`src/rtl/csr_pkg.sv`:
```
// Constants for the codec status and input-control register group
package csr_pkg;
   // ****************************************************************
   // Bus geometry
   // ****************************************************************
   localparam int ADDR_W = 5;
   localparam int DATA_W = 16;
   // ****************************************************************
   // Register addresses
   // ****************************************************************
   localparam logic [4:0] ADDR_STATUS = 5'h00;
   localparam logic [4:0] ADDR_FLAGS = 5'h01;
   localparam logic [4:0] ADDR_INPUT = 5'h02;
   localparam logic [4:0] ADDR_ENABLES = 5'h1B;
   localparam logic [4:0] ADDR_FUNDAMENTAL = 5'h1C;
   // Window of addresses still writable in converter power-down
   localparam logic [4:0] ADDR_PD_LO = 5'h10;
   localparam logic [4:0] ADDR_PD_HI = 5'h18;
   localparam logic [4:0] ADDR_SERIAL = 5'h1A;
   // ****************************************************************
   // Field positions
   // ****************************************************************
   localparam int ST_SETTLE_BIT = 15;
   localparam int ST_PD_BIT = 14;
   localparam int FL_SU_B_BIT = 9;
   localparam int FL_SU_A_BIT = 8;
   localparam int FL_OVR_LSB = 2;
   localparam int FL_OVL_LSB = 0;
   localparam int IN_LSS_LSB = 13;
   localparam int IN_LMB_BIT = 12;
   localparam int IN_LIG_LSB = 8;
   localparam int IN_RSS_LSB = 5;
   localparam int IN_RMB_BIT = 4;
   localparam int IN_RIG_LSB = 0;
   localparam int EN_DAC_A_BIT = 0;
   localparam int EN_DAC_B_BIT = 1;
   localparam int EN_ADC_L_BIT = 2;
   localparam int EN_ADC_R_BIT = 3;
   localparam int FN_PD_REQ_BIT = 15;
   // ****************************************************************
   // Reset values
   // ****************************************************************
   localparam logic [15:0] FLAGS_RST = 16'h0000;
   localparam logic [15:0] INPUT_RST = 16'h0000;
   localparam logic [3:0] ENABLES_RST = 4'h0;
   localparam logic PD_REQ_RST = 1'b1;
   // ****************************************************************
   // Timing
   // ****************************************************************
   localparam int CLK_NS = 100;
   localparam int SETTLE_US = 400;
   localparam int SETTLE_CYC = (SETTLE_US * 1000 + CLK_NS - 1) / CLK_NS;
   localparam int PD_SEQ_CYC = 16;
   localparam int PD_TRANS_CYC = 8;
   // Gain steps in half-decibel units
   localparam logic [5:0] BOOST_HALF_DB = 6'h28;
   localparam logic [1:0] GAIN_STEP_HALF_DB = 2'h3;
endpackage

```
`src/rtl/csr_regs.sv`:
```
// Status, channel flag and input control registers of the codec
//
// Operation
// - Settle flag high until clocks stabilize
// - Settle flag blocks writes, slave reads allowed
// - Reset or finished power-down sets settle flag
// - Power-down flag high while down or transitioning
// - Clock generators and serial port stay alive unless the pin is low
// - Pin low or request bit enters power-down
// - In power-down only 16-24,26,28 writable
// - Power-down flag set right after reset
// - Status shows default, refuses writes, pins low
// - Any flag register access clears it
// - Empty DAC buffer sets underrun, zero fill
// - Underrun cleared by any flag access or DAC disable
// - Sticky 2-bit ADC peak record per channel
// - Peak codes 00,01,10,11 by level band
// - Flags cleared in reset and power-down
// - Input control field layout left/right
// - Source select codes choose ADC input
// - Mic boost adds 20 dB when set
// - Status low nibble holds revision code
// - Input gain steps 1.5 dB per code
//
// The address-and-strobe port was decided locally.
`timescale 1ns/100ps
module csr_regs #(
   parameter logic [3:0] REVISION = 4'hA, // Arbitrary value
   parameter int SETTLE_CYCLES = csr_pkg::SETTLE_CYC
) (
   input wire logic clk_i,
   input wire logic rst_i,
   input wire logic powerdown_pin_n_i,
   input wire logic bus_role_select_i,
   input wire logic [4:0] addr_i,
   input wire logic [15:0] wdata_i,
   input wire logic wr_i,
   input wire logic rd_i,
   output logic [15:0] rdata_o,
   input wire logic dac_a_empty_i,
   input wire logic dac_b_empty_i,
   input wire logic adc_left_valid_i,
   input wire logic [1:0] adc_left_level_i,
   input wire logic adc_right_valid_i,
   input wire logic [1:0] adc_right_level_i,
   output logic clock_settle_o,
   output logic converter_powerdown_flag_o,
   output logic dac_a_zero_fill_o,
   output logic dac_b_zero_fill_o,
   output logic [2:0] left_source_select_o,
   output logic [2:0] right_source_select_o,
   output logic left_mic_boost_o,
   output logic right_mic_boost_o,
   output logic [3:0] left_input_gain_o,
   output logic [3:0] right_input_gain_o,
   output logic [6:0] left_gain_half_db_o,
   output logic [6:0] right_gain_half_db_o,
   output logic [3:0] channel_enables_o
);
   // ****************************************************************
   // Functions
   // ****************************************************************
   // Writable while converters are down
   function automatic logic pd_writable(input logic [4:0] a);
      pd_writable = (a >= csr_pkg::ADDR_PD_LO && a <= csr_pkg::ADDR_PD_HI) ||
                    a == csr_pkg::ADDR_SERIAL || a == csr_pkg::ADDR_FUNDAMENTAL;
   endfunction
   // Total input gain in half-dB: boost plus 1.5 dB steps, seven bits for full scale
   function automatic logic [6:0] gain_half_db(input logic boost, input logic [3:0] g);
      gain_half_db = (boost ? 7'(csr_pkg::BOOST_HALF_DB) : 7'h00) +
                     7'(g) * 7'(csr_pkg::GAIN_STEP_HALF_DB);
   endfunction
   // Sticky maximum, restarted on clear
   function automatic logic [1:0] peak_next(input logic clr, input logic en,
         input logic v, input logic [1:0] lvl, input logic [1:0] cur);
      logic [1:0] base;
      base = (clr || !en) ? 2'h0 : cur;
      peak_next = (en && v && lvl > base) ? lvl : base;
   endfunction

   // ****************************************************************
   // Pin synchronisers
   // ****************************************************************
   logic pin_meta; // First stage, read only by pin_n
   logic pin_n; // Synchronised power-down pin
   always_ff @(posedge clk_i or posedge rst_i) begin
      if (rst_i) begin
         pin_meta <= 1'b1;
         pin_n <= 1'b1;
      end else begin
         pin_meta <= powerdown_pin_n_i;
         pin_n <= pin_meta;
      end
   end
   logic role_meta; // First stage of bus role
   logic slave_role; // Synchronised bus role, high for slave
   always_ff @(posedge clk_i or posedge rst_i) begin
      if (rst_i) begin
         role_meta <= 1'b1;
         slave_role <= 1'b1;
      end else begin
         role_meta <= bus_role_select_i;
         slave_role <= role_meta;
      end
   end

   // ****************************************************************
   // Clock settle sequencer (clock generators power down only on pin low)
   // ****************************************************************
   typedef enum logic [3:0] {
      CSR_SETTLE = 4'b0001,
      CSR_RUN = 4'b0010,
      CSR_PDSEQ = 4'b0100,
      CSR_OFF = 4'b1000
   } csr_clk_e;
   csr_clk_e clk_state; // Clock sequencer state
   csr_clk_e next_clk_state;
   logic [15:0] seq_cnt; // Settle and power-down counter
   logic [15:0] next_seq_cnt;
   always_comb begin
      next_clk_state = clk_state;
      next_seq_cnt = seq_cnt;
      unique case (clk_state)
         // Wait for clocks after reset or pin release
         CSR_SETTLE: begin
            if (!pin_n) begin
               next_clk_state = CSR_PDSEQ;
               next_seq_cnt = 16'h0000;
            end else if (seq_cnt == 16'(SETTLE_CYCLES - 1)) begin
               next_clk_state = CSR_RUN;
            end else begin
               next_seq_cnt = seq_cnt + 16'h0001;
            end
         end
         // Normal running, pin low starts power-down
         CSR_RUN: begin
            if (!pin_n) begin
               next_clk_state = CSR_PDSEQ;
               next_seq_cnt = 16'h0000;
            end
         end
         // Power-down sequence, then flag set
         CSR_PDSEQ: begin
            if (seq_cnt == 16'(csr_pkg::PD_SEQ_CYC - 1)) begin
               next_clk_state = CSR_OFF;
            end else begin
               next_seq_cnt = seq_cnt + 16'h0001;
            end
         end
         // Held down until the pin is released
         CSR_OFF: begin
            if (pin_n) begin
               next_clk_state = CSR_SETTLE;
               next_seq_cnt = 16'h0000;
            end
         end
         default: begin
            next_clk_state = CSR_SETTLE;
            next_seq_cnt = 16'h0000;
         end
      endcase
   end
   // Reset lands in settle
   always_ff @(posedge clk_i or posedge rst_i) begin
      if (rst_i) begin
         clk_state <= CSR_SETTLE;
         seq_cnt <= 16'h0000;
      end else begin
         clk_state <= next_clk_state;
         seq_cnt <= next_seq_cnt;
      end
   end
   wire settle = clk_state == CSR_SETTLE || clk_state == CSR_OFF;

   // ****************************************************************
   // Converter power-down
   // ****************************************************************
   logic pd_req_bit; // Software power-down request
   logic [3:0] enables; // DAC and ADC channel enables
   wire pd_want = !pin_n || pd_req_bit;
   logic pd_want_q; // Last request level
   logic [3:0] trans_cnt; // Enter or exit transition time
   always_ff @(posedge clk_i or posedge rst_i) begin
      if (rst_i) begin
         pd_want_q <= 1'b1;
         trans_cnt <= 4'h0;
      end else begin
         pd_want_q <= pd_want;
         if (pd_want != pd_want_q) begin
            trans_cnt <= 4'(csr_pkg::PD_TRANS_CYC);
         end else if (trans_cnt != 4'h0) begin
            trans_cnt <= trans_cnt - 4'h1;
         end
      end
   end
   // Old level covers the cycle before the transition counter loads
   wire pd_flag = pd_want || pd_want_q || trans_cnt != 4'h0;

   // ****************************************************************
   // Access decode
   // ****************************************************************
   wire wr_ok = wr_i && !settle && (!pd_flag || pd_writable(addr_i));
   wire rd_ok = rd_i && (!settle || slave_role);
   wire fl_access = (wr_i || rd_i) && addr_i == csr_pkg::ADDR_FLAGS;
   wire wr_input = wr_ok && addr_i == csr_pkg::ADDR_INPUT;
   wire wr_enables = wr_ok && addr_i == csr_pkg::ADDR_ENABLES;
   wire wr_fund = wr_ok && addr_i == csr_pkg::ADDR_FUNDAMENTAL;

   // ****************************************************************
   // Control registers
   // ****************************************************************
   logic [15:0] input_ctrl; // Source, boost and gain fields
   // Conversion registers clear while converters are down
   always_ff @(posedge clk_i or posedge rst_i) begin
      if (rst_i) begin
         input_ctrl <= csr_pkg::INPUT_RST;
         enables <= csr_pkg::ENABLES_RST;
         pd_req_bit <= csr_pkg::PD_REQ_RST;
      end else begin
         if (pd_flag) begin
            input_ctrl <= csr_pkg::INPUT_RST;
            enables <= csr_pkg::ENABLES_RST;
         end else begin
            if (wr_input) input_ctrl <= wdata_i;
            if (wr_enables) enables <= wdata_i[3:0];
         end
         if (!pin_n) begin
            pd_req_bit <= csr_pkg::PD_REQ_RST;
         end else if (wr_fund) begin
            pd_req_bit <= wdata_i[csr_pkg::FN_PD_REQ_BIT];
         end
      end
   end

   // ****************************************************************
   // Channel flags
   // ****************************************************************
   logic su_a; // DAC pair A underrun
   logic su_b; // DAC pair B underrun
   logic [1:0] peak_l; // Left ADC peak record
   logic [1:0] peak_r; // Right ADC peak record
   wire en_da = enables[csr_pkg::EN_DAC_A_BIT] && !pd_flag;
   wire en_db = enables[csr_pkg::EN_DAC_B_BIT] && !pd_flag;
   wire en_al = enables[csr_pkg::EN_ADC_L_BIT] && !pd_flag;
   wire en_ar = enables[csr_pkg::EN_ADC_R_BIT] && !pd_flag;
   // Events win over a clear in the same cycle
   wire next_su_a = en_da && (dac_a_empty_i || (su_a && !fl_access));
   wire next_su_b = en_db && (dac_b_empty_i || (su_b && !fl_access));
   wire [1:0] next_peak_l = peak_next(fl_access, en_al, adc_left_valid_i,
                                      adc_left_level_i, peak_l);
   wire [1:0] next_peak_r = peak_next(fl_access, en_ar, adc_right_valid_i,
                                      adc_right_level_i, peak_r);
   always_ff @(posedge clk_i or posedge rst_i) begin
      if (rst_i) begin
         su_a <= 1'b0;
         su_b <= 1'b0;
         peak_l <= 2'h0;
         peak_r <= 2'h0;
      end else begin
         su_a <= next_su_a;
         su_b <= next_su_b;
         peak_l <= next_peak_l;
         peak_r <= next_peak_r;
      end
   end
   wire [15:0] flags_word = {6'h00, su_b, su_a, 4'h0, peak_r, peak_l};

   // ****************************************************************
   // Read mux, unmapped and reserved read as zero
   // ****************************************************************
   wire [15:0] status_word = {settle || !pin_n, pd_flag, 10'h000, REVISION};
   logic [15:0] next_rdata;
   always_comb begin
      next_rdata = 16'h0000;
      if (rd_ok) begin
         unique case (addr_i)
            csr_pkg::ADDR_STATUS: next_rdata = status_word;
            csr_pkg::ADDR_FLAGS: next_rdata = flags_word;
            csr_pkg::ADDR_INPUT: next_rdata = input_ctrl;
            csr_pkg::ADDR_ENABLES: next_rdata = {12'h000, enables};
            csr_pkg::ADDR_FUNDAMENTAL: next_rdata = {pd_req_bit, 15'h0000};
            default: next_rdata = 16'h0000;
         endcase
      end
   end

   // ****************************************************************
   // Output registers
   // ****************************************************************
   always_ff @(posedge clk_i or posedge rst_i) begin
      if (rst_i) begin
         rdata_o <= 16'h0000;
         clock_settle_o <= 1'b1;
         converter_powerdown_flag_o <= 1'b1;
         dac_a_zero_fill_o <= 1'b0;
         dac_b_zero_fill_o <= 1'b0;
         left_source_select_o <= 3'h0;
         right_source_select_o <= 3'h0;
         left_mic_boost_o <= 1'b0;
         right_mic_boost_o <= 1'b0;
         left_input_gain_o <= 4'h0;
         right_input_gain_o <= 4'h0;
         left_gain_half_db_o <= 7'h00;
         right_gain_half_db_o <= 7'h00;
         channel_enables_o <= 4'h0;
      end else begin
         rdata_o <= next_rdata;
         clock_settle_o <= settle;
         converter_powerdown_flag_o <= pd_flag;
         dac_a_zero_fill_o <= dac_a_empty_i;
         dac_b_zero_fill_o <= dac_b_empty_i;
         left_source_select_o <= input_ctrl[csr_pkg::IN_LSS_LSB +: 3];
         right_source_select_o <= input_ctrl[csr_pkg::IN_RSS_LSB +: 3];
         left_mic_boost_o <= input_ctrl[csr_pkg::IN_LMB_BIT];
         right_mic_boost_o <= input_ctrl[csr_pkg::IN_RMB_BIT];
         left_input_gain_o <= input_ctrl[csr_pkg::IN_LIG_LSB +: 4];
         right_input_gain_o <= input_ctrl[csr_pkg::IN_RIG_LSB +: 4];
         left_gain_half_db_o <= gain_half_db(input_ctrl[csr_pkg::IN_LMB_BIT],
            input_ctrl[csr_pkg::IN_LIG_LSB +: 4]);
         right_gain_half_db_o <= gain_half_db(input_ctrl[csr_pkg::IN_RMB_BIT],
            input_ctrl[csr_pkg::IN_RIG_LSB +: 4]);
         channel_enables_o <= enables;
      end
   end
endmodule

```
`config.mk`:
```
export PLATFORM = sky130hd
export DESIGN_NAME = csr_regs
export DESIGN_NICKNAME = d
export VERILOG_FILES = /design/src/rtl/csr_pkg.sv /design/src/rtl/csr_regs.sv
export SDC_FILE = /design/constraint.sdc
export NUM_CORES = 1
export LEC_CHECK = 0
export ABC_AREA = 1
export CAP_MARGIN = 20
export CORE_AREA = 3 3 96 98
export CTS_CLUSTER_DIAMETER = 60
export CTS_CLUSTER_SIZE = 40
export DETAILED_ROUTE_END_ITERATION = 6
export DIE_AREA = 0 0 99 101
export DONT_BUFFER_PORTS = 1
export GPL_TIMING_DRIVEN = 0
export HOLD_SLACK_MARGIN = 0.15
export PLACE_DENSITY = 0.72
export SYNTH_ARGS = -nofsm -noshare
export SYNTH_HDL_FRONTEND = slang
export SYNTH_SLANG_ARGS = --single-unit
export TNS_END_PERCENT = 50
```
`constraint.sdc`:
```
create_clock -name clk_i -period 3.75 [get_ports clk_i]
set_clock_uncertainty 0.1 [all_clocks]
set_input_delay 0.1875 -clock clk_i [delete_from_list [all_inputs] [get_ports clk_i]]
set_output_delay 0.1875 -clock clk_i [all_outputs]
set_load 0.005 [all_outputs]
```
==> impl_metrics.ini <==
[min_path]
worstHoldPathType = in -> reg

[die]
die_h_um = 101
rows = 34
die_w_um = 99
initial_core_util_pct = 59.29
io_pins = 89
core_area_um2 = 8551
die-area_um2 = 9999

[final_layout]
n_fill_cell = 616
fin_util_pct = 68.80
syn_to_final_growth_pct = 16.04
fin_nets = 670
num_antenna_cells = 0
final_area_um2 = 5883
final_cells = 726
final_layout_size_suffix_gt1_share_pct = 11.81

[logic_synthesis]
synthCells = 555
yosysSeqAreaShare_pct = 53.53
synthArstFlopShare_pct = 100.0
postSynthAreaPerCell_um2 = 9.135
synth_edf_count = 0
syn-num-nets = 612
yosysUniqueCellTypes = 40
synth_seq_cells = 108
yosysWarnings = 0
synthAdderAreaFrac_pct = 6.022
synthFlopType = dfrtp_1
muxShareOfSynthArea_pct = 0
synth_compound_area_share_pct = 7.453
syn_area_um2 = 5070
synth_top_family_by_area = simple AND/OR/NAND/NOR gates
synth_xor_area_share_pct = 1.382
synthSimpleGateAreaFrac_pct = 24.80

[cts]
cts_tree = built
clk_pin_slew_ps = 100
cts_buffer_depth = 2
cts_sinks = 108
htree_num_levels = 3
post_cts_buffers = 0
cts_buffers = 9
root_buffer = clkbuf_8
insertion_delay_ps = 370

[drt]
ant_nets = 0
met2_length_um = 5349
drt_iter0_markers = 216
top_layer = met4
wl_met1_um = 4745
dr_wl_met3_um = 621
wirelength_um = 10900
drt_first_pass_iters = 5
vias = 3947
vias_per_cell = 5.437
drc_errors = 0
wl_per_cell_um = 15.01

[pwr]
vdd_drop_max_mv = 0.3173
power.leakage_uw = 0.002904
power_density_nw_per_um2 = 410.0
finalPower_uw = 2412

[place]
dpl.hpwl_um = 7801
dpl_cell_area_um2 = 5228
dp.cells = 664
port_buffers = 0
place_congestion = 0.9358

[sta]
period_share_pct = 91.07
final_max_slew_viol_count = 0
min_period_ps = 3415
worstMarginPinSlew_ps = 789.9
setup_violations = 0
relSlewSlack_pct = 47.34
rsz0062_at_grt = no
fmax_mhz = 292.8
hold_violations = 0
hold_ws_ps = 183.4

[global_routing]
grt_overflow = 0
antenna_found_initial = 0
grt_max_degree = 68
grt_pass1_wl_um = 18420
grt_util_all_layers_pct = 22.91
grt_pass1_vias = 3953

[setup_path]
critical_path_class = in -> reg
crit_path_start_kind = input port
critPathArrivalTime_ps = 3560
worstPathRequired_ps = 3890
cp_max_fo = 6
critPathCaptureType = flip-flop

[run_status]
status = complete, no violations

[run]
maxCapViolCount = 0
==> registers in the layout, indices dropped and copies added (netlist names), 2 cells and up <==
signal / flops
input_ctrl: 16
rdata_o: 16
seq_cnt: 16
left_gain_half_db_o: 7
right_gain_half_db_o: 7
channel_enables_o: 4
clk_state: 4
enables: 4
trans_cnt: 4
left_input_gain_o: 3
left_source_select_o: 3
right_input_gain_o: 3
right_source_select_o: 3
peak_l: 2
peak_r: 2
==> power breakdown <==
part	total, uW	internal [uW]	switching [uW]
Combinational	465	151	315
Sequential	1280	1240	45.7
Clock	666	265	400
==> through the flow <==
step                TNS, ps  setup slack (ps)
global placement     -30630            -313.5
CTS                       0             238.5
global route              0             98.64
floorplan                 0             631.8
finish                    0             334.8
detailed placement        0             785.3
==> cell usage in the layout (no fill, tap or decap), types with 3 or more instances in the layout <==
cell,instances
nor2_4,3
ha_1,18
nor2_1,47
inv_1,61
clkbuf_8,10
xor2_1,7
nor2_2,5
inv_2,5
nand2_1,128
o21bai_1,4
dfrtp_1,99
nand4_1,16
o21ai_2,10
fa_1,4
dfstp_2,9
buf_2,5
o21ai_0,20
nor3_1,12
dlygate4sd3_1,47
o211ai_1,4
nand2_2,6
nand3_1,52
a21oi_1,11
==> final cells by class <==
cell class | count | area [um2] | area share (%)
clock buffers | 10 | 137.6 | 2.339
clock inverters | 6 | 48.80 | 0.8294
inverters | 68 | 257.7 | 4.381
multi-input cells | 367 | 2013 | 34.22
well taps | 108 | 135.1 | 2.297
repair buffers | 48 | 490.5 | 8.337
flip-flops and latches | 108 | 2714 | 46.13
plain buffers | 11 | 86.33 | 1.467
==> cells in the mapped netlist (2+ instances only) <==
cell	n	area (um2)
nand2_4	2	22.52
clkbuf_1	2	7.510
dfstp_2	9	236.5
nand4_1	16	100.1
inv_1	62	232.7
o22ai_1	2	12.51
nand3_2	2	20.02
o21ai_0	20	100.1
nand3_1	52	260.3
nand2_1	128	480.5
nor2_1	48	180.2
nor2_4	3	33.78
buf_4	2	15.01
dfrtp_1	99	2477
nor3_1	12	60.06
o211ai_1	4	30.03
ha_1	18	225.2
nor2_2	4	25.02
fa_1	4	80.08
o21bai_1	4	30.03
inv_2	5	18.77
nand2_2	6	37.54
o21ai_2	10	87.58
a21oi_1	11	55.05
o21a_1	2	15.01
o21ai_1	2	10.01
xor2_1	7	61.31
or2_2	2	12.51
buf_2	5	25.02
buf_6	2	22.52
==> worst paths after layout <==
kind	startpoint	end	slack, ps	cells after the start
worst max-delay path	addr_i[2]	peak_r[1]	330	15
worst min-delay path	rd_i	peak_l[1]	180	3
worst max register to register	pin_n	peak_r[1]	440	15
worst min register to register	role_meta	slave_role	260	0
max in group asynchronous	rst_i	clk_state[0]	2420	3
min in group asynchronous	rst_i	left_gain_half_db_o[1]	340	2
==> worst max-delay path: stages <==
cell and delay, ps:
dlygate4sd3_1 570, nor2_1 150, dlygate4sd3_1 590, nand2_1 80, nor2_2 190, o211ai_1 250, nand3_1 170, ha_1 250
inv_1 60, nor2_1 30, o211ai_1 210, nor2_1 110, nand2_1 70, dlygate4sd3_1 530, o21ai_0 90
==> layer usage <==
metal  vias to the layer above  track usage, %
li1                       1929               -
met1                      1883           29.30
met2                       113           39.20
met3                        22           5.260
met4                         0           6.513
met5                         -               0
==> cell families (layout without fill, tap and decap cells) <==
kind of cell             Yosys count  after routing
AND/OR/NAND/NOR                  277            277
flip-flops                       108            108
buffers and inverters             80            143
AO/OA/AOI/OAI                     60             60
adder cells (fa/ha/maj)           22             22
XOR/XNOR                           8              8
==> timing repair <==
item                                   in CTS  in global routing
hold buffers                               47                  0
setup endpoints to repair                   0                  3
endpoints found under the hold margin     108                  0
resized for setup                           0                  1
Note: power is estimated with default switching activity, not from simulation.
